===== src/pkg/ict_defines.vh =====
// Constants of the interval countdown timer: register indices,
// field positions, reset values.
// Assumes inclusion by bare name from the design files.
`ifndef ICT_DEFINES_VH
`define ICT_DEFINES_VH

// Register indices; byte address is four times the index
`define ICT_IDX_STATUS 3'h0
`define ICT_IDX_CONTROL 3'h1
`define ICT_IDX_PERIOD_LO 3'h2
`define ICT_IDX_PERIOD_HI 3'h3
`define ICT_IDX_SNAP_LO 3'h4
`define ICT_IDX_SNAP_HI 3'h5

// Bus widths
`define ICT_ADDR_W 12
`define ICT_DATA_W 32
`define ICT_REG_W 16

// Status fields
`define ICT_ST_EXPIRY 0
`define ICT_ST_ACTIVE 1

// Control fields
`define ICT_CT_IE 0
`define ICT_CT_REPEAT 1
`define ICT_CT_START 2
`define ICT_CT_STOP 3

// Reset values
`define ICT_RST_CTRL 4'h0
`define ICT_RST_PERIOD 32'h00000000
`define ICT_RST_SNAP 32'h00000000

`endif


===== src/hdl/ict_timer.v =====
// Interval countdown timer with APB register access.
// Assumes one 100 MHz clock, synchronous reset, an APB master
// on the same clock.
//
// What this block does
// 32-bit down counter, preload from two halves
// registers 16 bits; period set by two writes
// one clock drives registers and counter
// expiry flag sets at zero, sticky
// any status write clears expiry only
// active flag shows counter is counting
// control bits: ie, repeat, start, stop
// interrupt equals expiry AND enable
// zero reached while counting reloads period value
// repeat cycles; otherwise stop after reload unless free-running or watchdog started
// writing start one starts counting
// writing stop one halts counter
// free-running ignores stop writes
// software never writes start and stop together
// counter holds zero one clock before reload
// period write loads counter with period
// period write stops counter unless free-running or watchdog started
// free-running period write keeps counter running
// fixed-period write reloads counter with fixed preload
// snapshot write captures whole counter at once
// snapshot allowed anytime, never disturbs counting
// snapshot low/high halves of sampled count
// period low/high halves of preload
// watchdog pulses reset request at zero
// watchdog idle after reset, unstoppable once started
// timeout pulse output one clock at expiry
// decrement each clock; idle after reset unless free-running without watchdog
//
// The APB slave port was decided locally.
`timescale 1ns/1ps
`include "ict_defines.vh"

module ict_timer #(
    parameter FREE_RUN = 0,
    parameter FIXED_PERIOD = 0,
    parameter WATCHDOG = 0,
    parameter TIMEOUT_PULSE = 0,
    parameter [31:0] FIXED_PRELOAD = 32'h000003E7
) (
    input wire REF_CLK_IN,
    input wire RST_IN,
    input wire PSEL_IN,
    input wire PENABLE_IN,
    input wire PWRITE_IN,
    input wire [`ICT_ADDR_W-1:0] PADDR_IN,
    input wire [`ICT_DATA_W-1:0] PWDATA_IN,
    output wire [`ICT_DATA_W-1:0] PRDATA_OUT,
    output wire PREADY_OUT,
    output wire PSLVERR_OUT,
    output wire IRQ_OUT,
    output wire RESET_REQ_OUT,
    output wire TIMEOUT_PULSE_OUT
);

////////////////////////////////////////////////////////////////
// Address decode

function ict_mapped;
    input [`ICT_ADDR_W-1:0] addr;
    begin
        ict_mapped = (addr[1:0] == 2'h0) &&
            (addr[`ICT_ADDR_W-1:2] <= {7'h00, `ICT_IDX_SNAP_HI});
    end
endfunction

function ict_hit;
    input [`ICT_ADDR_W-1:0] addr;
    input [2:0] idx;
    begin
        ict_hit = (addr[1:0] == 2'h0) &&
            (addr[`ICT_ADDR_W-1:2] == {7'h00, idx});
    end
endfunction

localparam [31:0] RST_PERIOD_V =
    (FIXED_PERIOD != 0) ? FIXED_PRELOAD : `ICT_RST_PERIOD;
localparam RST_RUN_V = (FREE_RUN != 0) && (WATCHDOG == 0);

////////////////////////////////////////////////////////////////
// State

reg [31:0] count_r;
reg [31:0] count_nxt;
reg run_r;
reg run_nxt;
reg started_r;
reg expiry_r;
reg ie_r;
reg repeat_r;
reg start_bit_r;
reg stop_bit_r;
reg [31:0] period_r;
reg [31:0] period_nxt;
reg [31:0] snap_r;
reg [`ICT_DATA_W-1:0] prdata_r;
reg reset_req_r;
reg timeout_r;

wire access = PSEL_IN & PENABLE_IN;
wire wr = access & PWRITE_IN;
wire wr_status = wr & ict_hit(PADDR_IN, `ICT_IDX_STATUS);
wire wr_ctrl = wr & ict_hit(PADDR_IN, `ICT_IDX_CONTROL);
wire wr_plo = wr & ict_hit(PADDR_IN, `ICT_IDX_PERIOD_LO);
wire wr_phi = wr & ict_hit(PADDR_IN, `ICT_IDX_PERIOD_HI);
wire wr_period = wr_plo | wr_phi;
wire wr_snap = wr & (ict_hit(PADDR_IN, `ICT_IDX_SNAP_LO) |
    ict_hit(PADDR_IN, `ICT_IDX_SNAP_HI));
wire start_ev = wr_ctrl & PWDATA_IN[`ICT_CT_START];
wire stop_ev = wr_ctrl & PWDATA_IN[`ICT_CT_STOP];

// Counter is never halted in free-run or once a watchdog starts
wire no_stop = (FREE_RUN != 0) || ((WATCHDOG != 0) && started_r);

// Zero reached while counting
wire expire_ev = run_r & (count_r == 32'h00000000);

////////////////////////////////////////////////////////////////
// Period and counter next values

always @*
begin
    period_nxt = period_r;
    if (FIXED_PERIOD == 0)
    begin
        if (wr_plo)
            period_nxt[15:0] = PWDATA_IN[15:0];
        if (wr_phi)
            period_nxt[31:16] = PWDATA_IN[15:0];
    end
end

always @*
begin
    count_nxt = count_r;
    run_nxt = run_r;
    if (expire_ev)
    begin
        count_nxt = period_r;
        if (!repeat_r && !no_stop)
            run_nxt = 1'b0;
    end
    else if (run_r)
    begin
        count_nxt = count_r - 32'h00000001;
    end
    if (start_ev)
        run_nxt = 1'b1;
    if (stop_ev && !no_stop)
        run_nxt = 1'b0;
    if (wr_period)
    begin
        if (FIXED_PERIOD != 0)
            count_nxt = FIXED_PRELOAD;
        else
            count_nxt = period_nxt;
        if (!no_stop)
            run_nxt = 1'b0;
        // Free-running leaves the active state as it was
        else
            run_nxt = run_r | start_ev;
    end
end

////////////////////////////////////////////////////////////////
// Registers, all on the single master clock

always @(posedge REF_CLK_IN)
begin
    if (RST_IN)
    begin
        count_r <= RST_PERIOD_V;
        run_r <= RST_RUN_V;
        started_r <= 1'b0;
        expiry_r <= 1'b0;
        ie_r <= 1'b0;
        repeat_r <= 1'b0;
        start_bit_r <= 1'b0;
        stop_bit_r <= 1'b0;
        period_r <= RST_PERIOD_V;
        snap_r <= `ICT_RST_SNAP;
        reset_req_r <= 1'b0;
        timeout_r <= 1'b0;
    end
    else
    begin
        count_r <= count_nxt;
        run_r <= run_nxt;
        if (start_ev)
            started_r <= 1'b1;
        // Set wins over the clear
        if (expire_ev)
            expiry_r <= 1'b1;
        else if (wr_status)
            expiry_r <= 1'b0;
        if (wr_ctrl)
        begin
            ie_r <= PWDATA_IN[`ICT_CT_IE];
            repeat_r <= PWDATA_IN[`ICT_CT_REPEAT];
            start_bit_r <= PWDATA_IN[`ICT_CT_START];
            stop_bit_r <= PWDATA_IN[`ICT_CT_STOP];
        end
        period_r <= period_nxt;
        if (wr_snap)
            snap_r <= count_r;
        reset_req_r <= (WATCHDOG != 0) && expire_ev;
        timeout_r <= (TIMEOUT_PULSE != 0) && expire_ev;
    end
end

////////////////////////////////////////////////////////////////
// Read data, captured in the setup cycle

always @(posedge REF_CLK_IN)
begin
    if (RST_IN)
        prdata_r <= 32'h00000000;
    else if (PSEL_IN && !PENABLE_IN && !PWRITE_IN)
    begin
        prdata_r <= 32'h00000000;
        case (PADDR_IN)
            {7'h00, `ICT_IDX_STATUS, 2'h0}:
                prdata_r[1:0] <= {run_r, expiry_r};
            {7'h00, `ICT_IDX_CONTROL, 2'h0}:
                prdata_r[3:0] <= {stop_bit_r, start_bit_r, repeat_r, ie_r};
            {7'h00, `ICT_IDX_PERIOD_LO, 2'h0}:
                prdata_r[15:0] <= period_r[15:0];
            {7'h00, `ICT_IDX_PERIOD_HI, 2'h0}:
                prdata_r[15:0] <= period_r[31:16];
            {7'h00, `ICT_IDX_SNAP_LO, 2'h0}:
                prdata_r[15:0] <= snap_r[15:0];
            {7'h00, `ICT_IDX_SNAP_HI, 2'h0}:
                prdata_r[15:0] <= snap_r[31:16];
            default:
                prdata_r <= 32'h00000000;
        endcase
    end
end

////////////////////////////////////////////////////////////////
// Outputs

assign PRDATA_OUT = prdata_r;
assign PREADY_OUT = PSEL_IN & PENABLE_IN;
assign PSLVERR_OUT = access & ~ict_mapped(PADDR_IN);
assign IRQ_OUT = expiry_r & ie_r;
assign RESET_REQ_OUT = reset_req_r;
assign TIMEOUT_PULSE_OUT = timeout_r;

endmodule // ict_timer


===== config.mk =====
export PLATFORM = sky130hd
export DESIGN_NAME = ict_timer
export DESIGN_NICKNAME = d
export VERILOG_FILES = /design/src/hdl/ict_timer.v
export VERILOG_INCLUDE_DIRS = /design/src /design/src/pkg
export SDC_FILE = /design/constraint.sdc
export NUM_CORES = 1
export LEC_CHECK = 0
export ABC_CLOCK_PERIOD_IN_PS = 3000
export BUFFER_PORTS_ARGS = -buffer_cell sky130_fd_sc_hd__buf_4
export CAP_MARGIN = 20
export CORE_MARGIN = 2
export CORE_UTILIZATION = 52
export CTS_BUF_LIST = sky130_fd_sc_hd__clkbuf_8
export CTS_CLUSTER_SIZE = 24
export DETAILED_ROUTE_END_ITERATION = 10
export PLACE_DENSITY = 0.69
export RECOVER_POWER = 25
export SLEW_MARGIN = 10
export SYNTH_ARGS = -nofsm -noshare
export SYNTH_HDL_FRONTEND = slang
export SYNTH_SLANG_ARGS = --single-unit

===== constraint.sdc =====
create_clock -name REF_CLK_IN -period 3 [get_ports REF_CLK_IN]
set_input_delay 0.3 -clock REF_CLK_IN [delete_from_list [all_inputs] [get_ports REF_CLK_IN]]
set_output_delay 0.3 -clock REF_CLK_IN [all_outputs]
set_load 0.02 [all_outputs]

==> Word level (Yosys, flattened, before mapping) <==
Index checks and enable logic that the tools add are counted.
{ "totals": {"word_cells": 71, "reg_bits": 118, "inputBits": 49, "out_inout_bits": 37} }
{ "op_classes": {"magnitude_cmp": 1, "n_addsub": 1, "reduce_logical": 20, "eq_ne": 11, "mux": 13, "bitwise": 15} }
{ "ops": {"columns": ["cell", "n"], "rows": [
  ["$mux W32", 3],
  ["$pmux W12 S4", 1],
  ["$logic_not A32 Y1", 1],
  ["$mux W16", 2],
  ["$sub A32 B1 Y32 const B", 1],
  ["$eq A12 B4 Y1 const B", 2],
  ["$eq A12 B5 Y1 const B", 2],
  ["$eq A10 B2 Y1 const B", 2],
  ["$eq A10 B3 Y1 const B", 2],
  ["$and A1 B1 Y1", 12],
  ["$eq A12 B3 Y1 const B", 1],
  ["$logic_not A12 Y1", 1],
  ["$pmux W2 S6", 1],
  ["$eq A10 B1 Y1 const B", 1],
  ["$le A10 B3 Y1 const B", 1],
  ["$logic_not A10 Y1", 1],
  ["$pmux W2 S5", 1],
  ["$logic_and A1 B1 Y1", 9],
  ["$mux W1", 5],
  ["$reduce_bool A2 Y1", 2],
  ["$reduce_bool A3 Y1", 1],
  ["$reduce_or A3 Y1", 1],
  ["$logic_not A1 Y1", 2],
  ["$logic_not A2 Y1", 1],
  ["other kinds (4)", 5]
]} }

==> Longest topological paths before layout <==
{ "logic_depth": {"word_depth": 6, "mapped_depth": 9} }

==> Worst setup path after synthesis <==
No wires, ideal clock.
{ "synth_path": {"path_type": "reg-to-reg", "from": "reg count_r[0]", "to": "reg count_r[30]", "t_arrival_ns": 2.259, "n_path_buf": 0, "required_time_ns": 2.863, "setup_time_ns": 0.137, "slack_ns": 0.604, "period_less_slack_ns": 2.396, "path_stages_with_launch": 9, "cell_sequence": "dfxtp_1 inv_1 ha_1 nor3b_4 nand4_4 or4_4 or4_1 a211oi_1 a211oi_1"} }
{ "synth_between": {"elab_chain_len": 4, "elab_cells_between_ends": 7} }
{ "synth_rtl": {"columns": ["element", "line_no", "text"], "rows": [
  ["start, declared", "ict_timer.v:87", "reg [31:0] count_r;"],
  ["start signal, assigned", "ict_timer.v:191", "count_r <= count_nxt;"],
  ["$sub A32 B1 Y32 or $logic_not A32 Y1 (tied branches)", "ict_timer.v:149, ict_timer.v:120", null],
  ["$mux W32 or $and A1 B1 Y1 (tied branches)", "ict_timer.v:147, ict_timer.v:120", null],
  ["$mux W32", "ict_timer.v:141", "if (expire_ev)"],
  ["$mux W32", "ict_timer.v:155", "if (wr_period)"]
]} }
Parallel ways exist; a longest one is shown, timed or not. The select of a mux whose other input is x is not followed.
A chain may end at the register's enable or synchronous reset.

==> Worst setup path in the final report <==
{ "layout_path": {"from": "reg count_r[0]", "to": "reg count_r[21]"} }
The elaborated chain is that of the path after synthesis.

==> flow_summary.json <==
{
  "layout.area.seq_um2": 2362,
  "fin_crit_sh_pct": 88.30,
  "multi_input_area_um2": 3587,
  "synthXorXnorAreaFrac_pct": 3.078,
  "grt.total_usage_pct": 29.50,
  "slew_headroom_pct": 45.49,
  "status": "finished, final reports clean",
  "cts_buffers": 17,
  "die_w_um": 113.7,
  "hold_violations": 0,
  "avgSynthCellArea_um2": 7.905,
  "fmax_mhz": 377.5,
  "holdWs_ps": 133.7,
  "ys_seq_area_share_pct": 37.73,
  "dp_cells": 958,
  "dr_total_vias": 6019,
  "synthSimpleGateAreaFrac_pct": 24.14,
  "path_max_fanout": 22,
  "cpMaxStageDelayCell": "or4_2",
  "crit_arrival_ps": 2950,
  "leakage_nw": 2.540,
  "yosys_most_used_dff": "dfxtp_1",
  "via_per_inst": 6.080,
  "pwr-share-comb_pct": 4.9,
  "io_buffers": 51,
  "io_pins": 86,
  "clk_latency_ps": 440,
  "ys_ff_latch": 118,
  "cp_cell_sequence": "inv_1 > ha_1 > nor3b_4 > nand4_4 > or4_2 > o221ai_1 > a21oi_1",
  "grt_pass1_vias": 5448,
  "grt_overflow": 0,
  "finalSetupTns_ps": 0,
  "die-area_um2": 12930,
  "worstSetupPathType": "reg -> reg",
  "core_region_area_um2": 11860,
  "crit_buf_inv": 1,
  "wl_per_cell_um": 19.18,
  "cts_root_buffer": "clkbuf_8",
  "dr.first_iter.drc_count": 680,
  "dp_hpwl_mm": 13.05,
  "syn2layout_area_growth_pct": 12.49,
  "worstMarginPinSlew_ps": 817.7,
  "synthesis.area_um2": 6261,
  "clock_skew_ps": 13.55,
  "grt_pass1_wl_mm": 29.61,
  "clk_path_buf_depth": 2,
  "cts_tree": "built",
  "fillers": 1139,
  "seqPwrFrac_pct": 48.8,
  "clk_pin_slew_ps": 80,
  "antenna_left": 0,
  "ys_types": 63,
  "synth_warnings": 0,
  "rsz0062_at_grt": "false",
  "powerDensity_nw_per_um2": 456.0,
  "fin_nets": 880,
  "async_flop_share_pct": 0,
  "synth_mux_area_share_pct": 8.213,
  "critPathRequiredTime_ps": 3310,
  "initial_core_util_pct": 52.78,
  "grt_max_degree": 49,
  "cts_num_sinks": 118,
  "maxCapViolations": 0,
  "die_h_um": 113.7,
  "switching_power_uw": 834.2,
  "dr.pass1.iters": 8,
  "cp-start-kind": "flop",
  "place_congestion": 0.9614,
  "peakVddDrop_uv": 210.6,
  "n_antenna_cell": 0,
  "core.rowCount": 40,
  "drive_above_1_share_pct": 15.07,
  "p_clk_share_pct": 46.2,
  "slowest_delay_ps": 980,
  "synth_top_family_by_area": "simple AND/OR/NAND/NOR gates",
  "synth_edf_count": 0,
  "cp-end-kind": "flop",
  "setup_viol": 0,
  "finalCriticalPeriod_ps": 2649,
  "crit_family": "simple AND/OR/NAND/NOR gates",
  "synth_cells": 792,
  "synth_compound_area_share_pct": 20.68,
  "cts_setup_buffers": 0,
  "finalWirelength_mm": 18.99,
  "route.detailed.drc": 0,
  "synth_adder_area_share_pct": 0.1998,
  "antenna_found_initial": 0,
  "ctsHoldBuffers": 0,
  "p_int_mw": 2.377,
  "cts_resized": 0,
  "switching_share_pct": 25.98,
  "drv_slew": 0,
  "finish.utilization_pct": 59.38,
  "cts_max_level": 4,
  "min-delay-path-class": "in -> reg",
  "instances_no_fill": 990
}
[per-stage QoR]
| stage | power (mW) | cell area (um2) | setup WS [ps] |
|---|---|---|---|
| floorplan | 1.717 | 6325 | 604.2 |
| global placement | 1.763 | 6723 | 448.9 |
| detailed placement | 1.766 | 6723 | 393.7 |
| CTS | 3.233 | 7124 | 381.1 |
| global route | 3.320 | 7043 | 243.8 |
| finish | 3.211 | 7043 | 350.9 |
[layout by cell type (no fill, tap or decap), types with 18 or more instances in the layout]
cell type	Yosys	final
nand2_1	162	162
dfxtp_1	118	118
a21oi_1	104	104
buf_4	18	55
nor2_1	50	50
o21ai_0	27	27
mux2_2	23	23
mux2i_1	21	21
conb_1	1	18
clkbuf_1	48	18
[flip-flops by register name (all words and copies together) (netlist names)]
signal / flops
PRDATA_OUT: 16
count_r: 32
expiry_r: 1
ie_r: 1
period_r: 32
repeat_r: 1
run_r: 1
snap_r: 32
start_bit_r: 1
stop_bit_r: 1
[cell type report]
cell class / instances / area share (%)
repair buffers: 75 / 6.999
inverters: 4 / 0.2132
flip-flops and latches: 118 / 33.54
clock buffers: 17 / 3.322
well taps: 147 / 2.611
clock inverters: 15 / 2.381
multi-input cells: 614 / 50.93
[power by group through the flow]
| stage | Combinational (mW) | Clock [mW] | Sequential, mW |
|---|---|---|---|
| CTS | 0.162 | 1.50 | 1.57 |
| global route | 0.171 | 1.58 | 1.57 |
| global placement | 0.158 | 0 | 1.61 |
| finish | 0.159 | 1.48 | 1.57 |
| detailed placement | 0.161 | 0 | 1.61 |
| floorplan | 0.108 | 0 | 1.61 |
[worst paths after layout]
kind                  start        endpoint  slack, ps  cells after the start
max              count_r[0]     count_r[21]        350                      7
min           PWDATA_IN[11]    period_r[11]        130                      3
max reg2reg      count_r[0]     count_r[21]        350                      7
min reg2reg  PRDATA_OUT[11]  PRDATA_OUT[11]        460                      2
[tightest hold or removal path: cells and delay by family]
kind,cells,cell delay (ps)
buf+inv,1,120
simple gates,1,50
compound gates,1,50
[cell families after synthesis]
group,count (synthesis)
compound gates,214
xor+xnor,22
fa+ha+maj,1
buf+inv,77
flops,118
mux,46
other cells,1
simple gates,313
[cell usage after synthesis (5+ instances only)]
master | instances | area share (%)
a211oi_1 | 11 | 1.3
and3_1 | 12 | 1.2
a31oi_1 | 16 | 1.6
xor2_1 | 13 | 1.8
nor3_1 | 16 | 1.3
dfxtp_1 | 118 | 38
mux2i_1 | 21 | 3.4
xnor2_1 | 9 | 1.3
nand3_1 | 7 | 0.56
and2_1 | 5 | 0.50
buf_4 | 18 | 2.2
mux2_2 | 23 | 4.1
a222oi_1 | 6 | 0.96
o221ai_1 | 5 | 0.70
clkbuf_1 | 48 | 2.9
o21ai_0 | 27 | 2.2
a22oi_1 | 9 | 1.1
o22ai_1 | 6 | 0.60
nand2_1 | 162 | 9.7
nor2b_1 | 6 | 0.60
a221oi_1 | 8 | 1.1
a21oi_1 | 104 | 8.3
nand2b_1 | 5 | 0.50
nor2_1 | 50 | 3.0
o211ai_1 | 11 | 1.3
or3_1 | 7 | 0.70
nor4_1 | 13 | 1.3
[layer usage]
layer,routed length [um],vias to the layer above,track usage (%)
li1,-,2891,-
met1,8357,2829,42.13
met2,8616,275,44.83
met3,1730,24,7.120
met4,282,0,8.049
met5,0,-,0
Power figures use the tool's default switching activity.
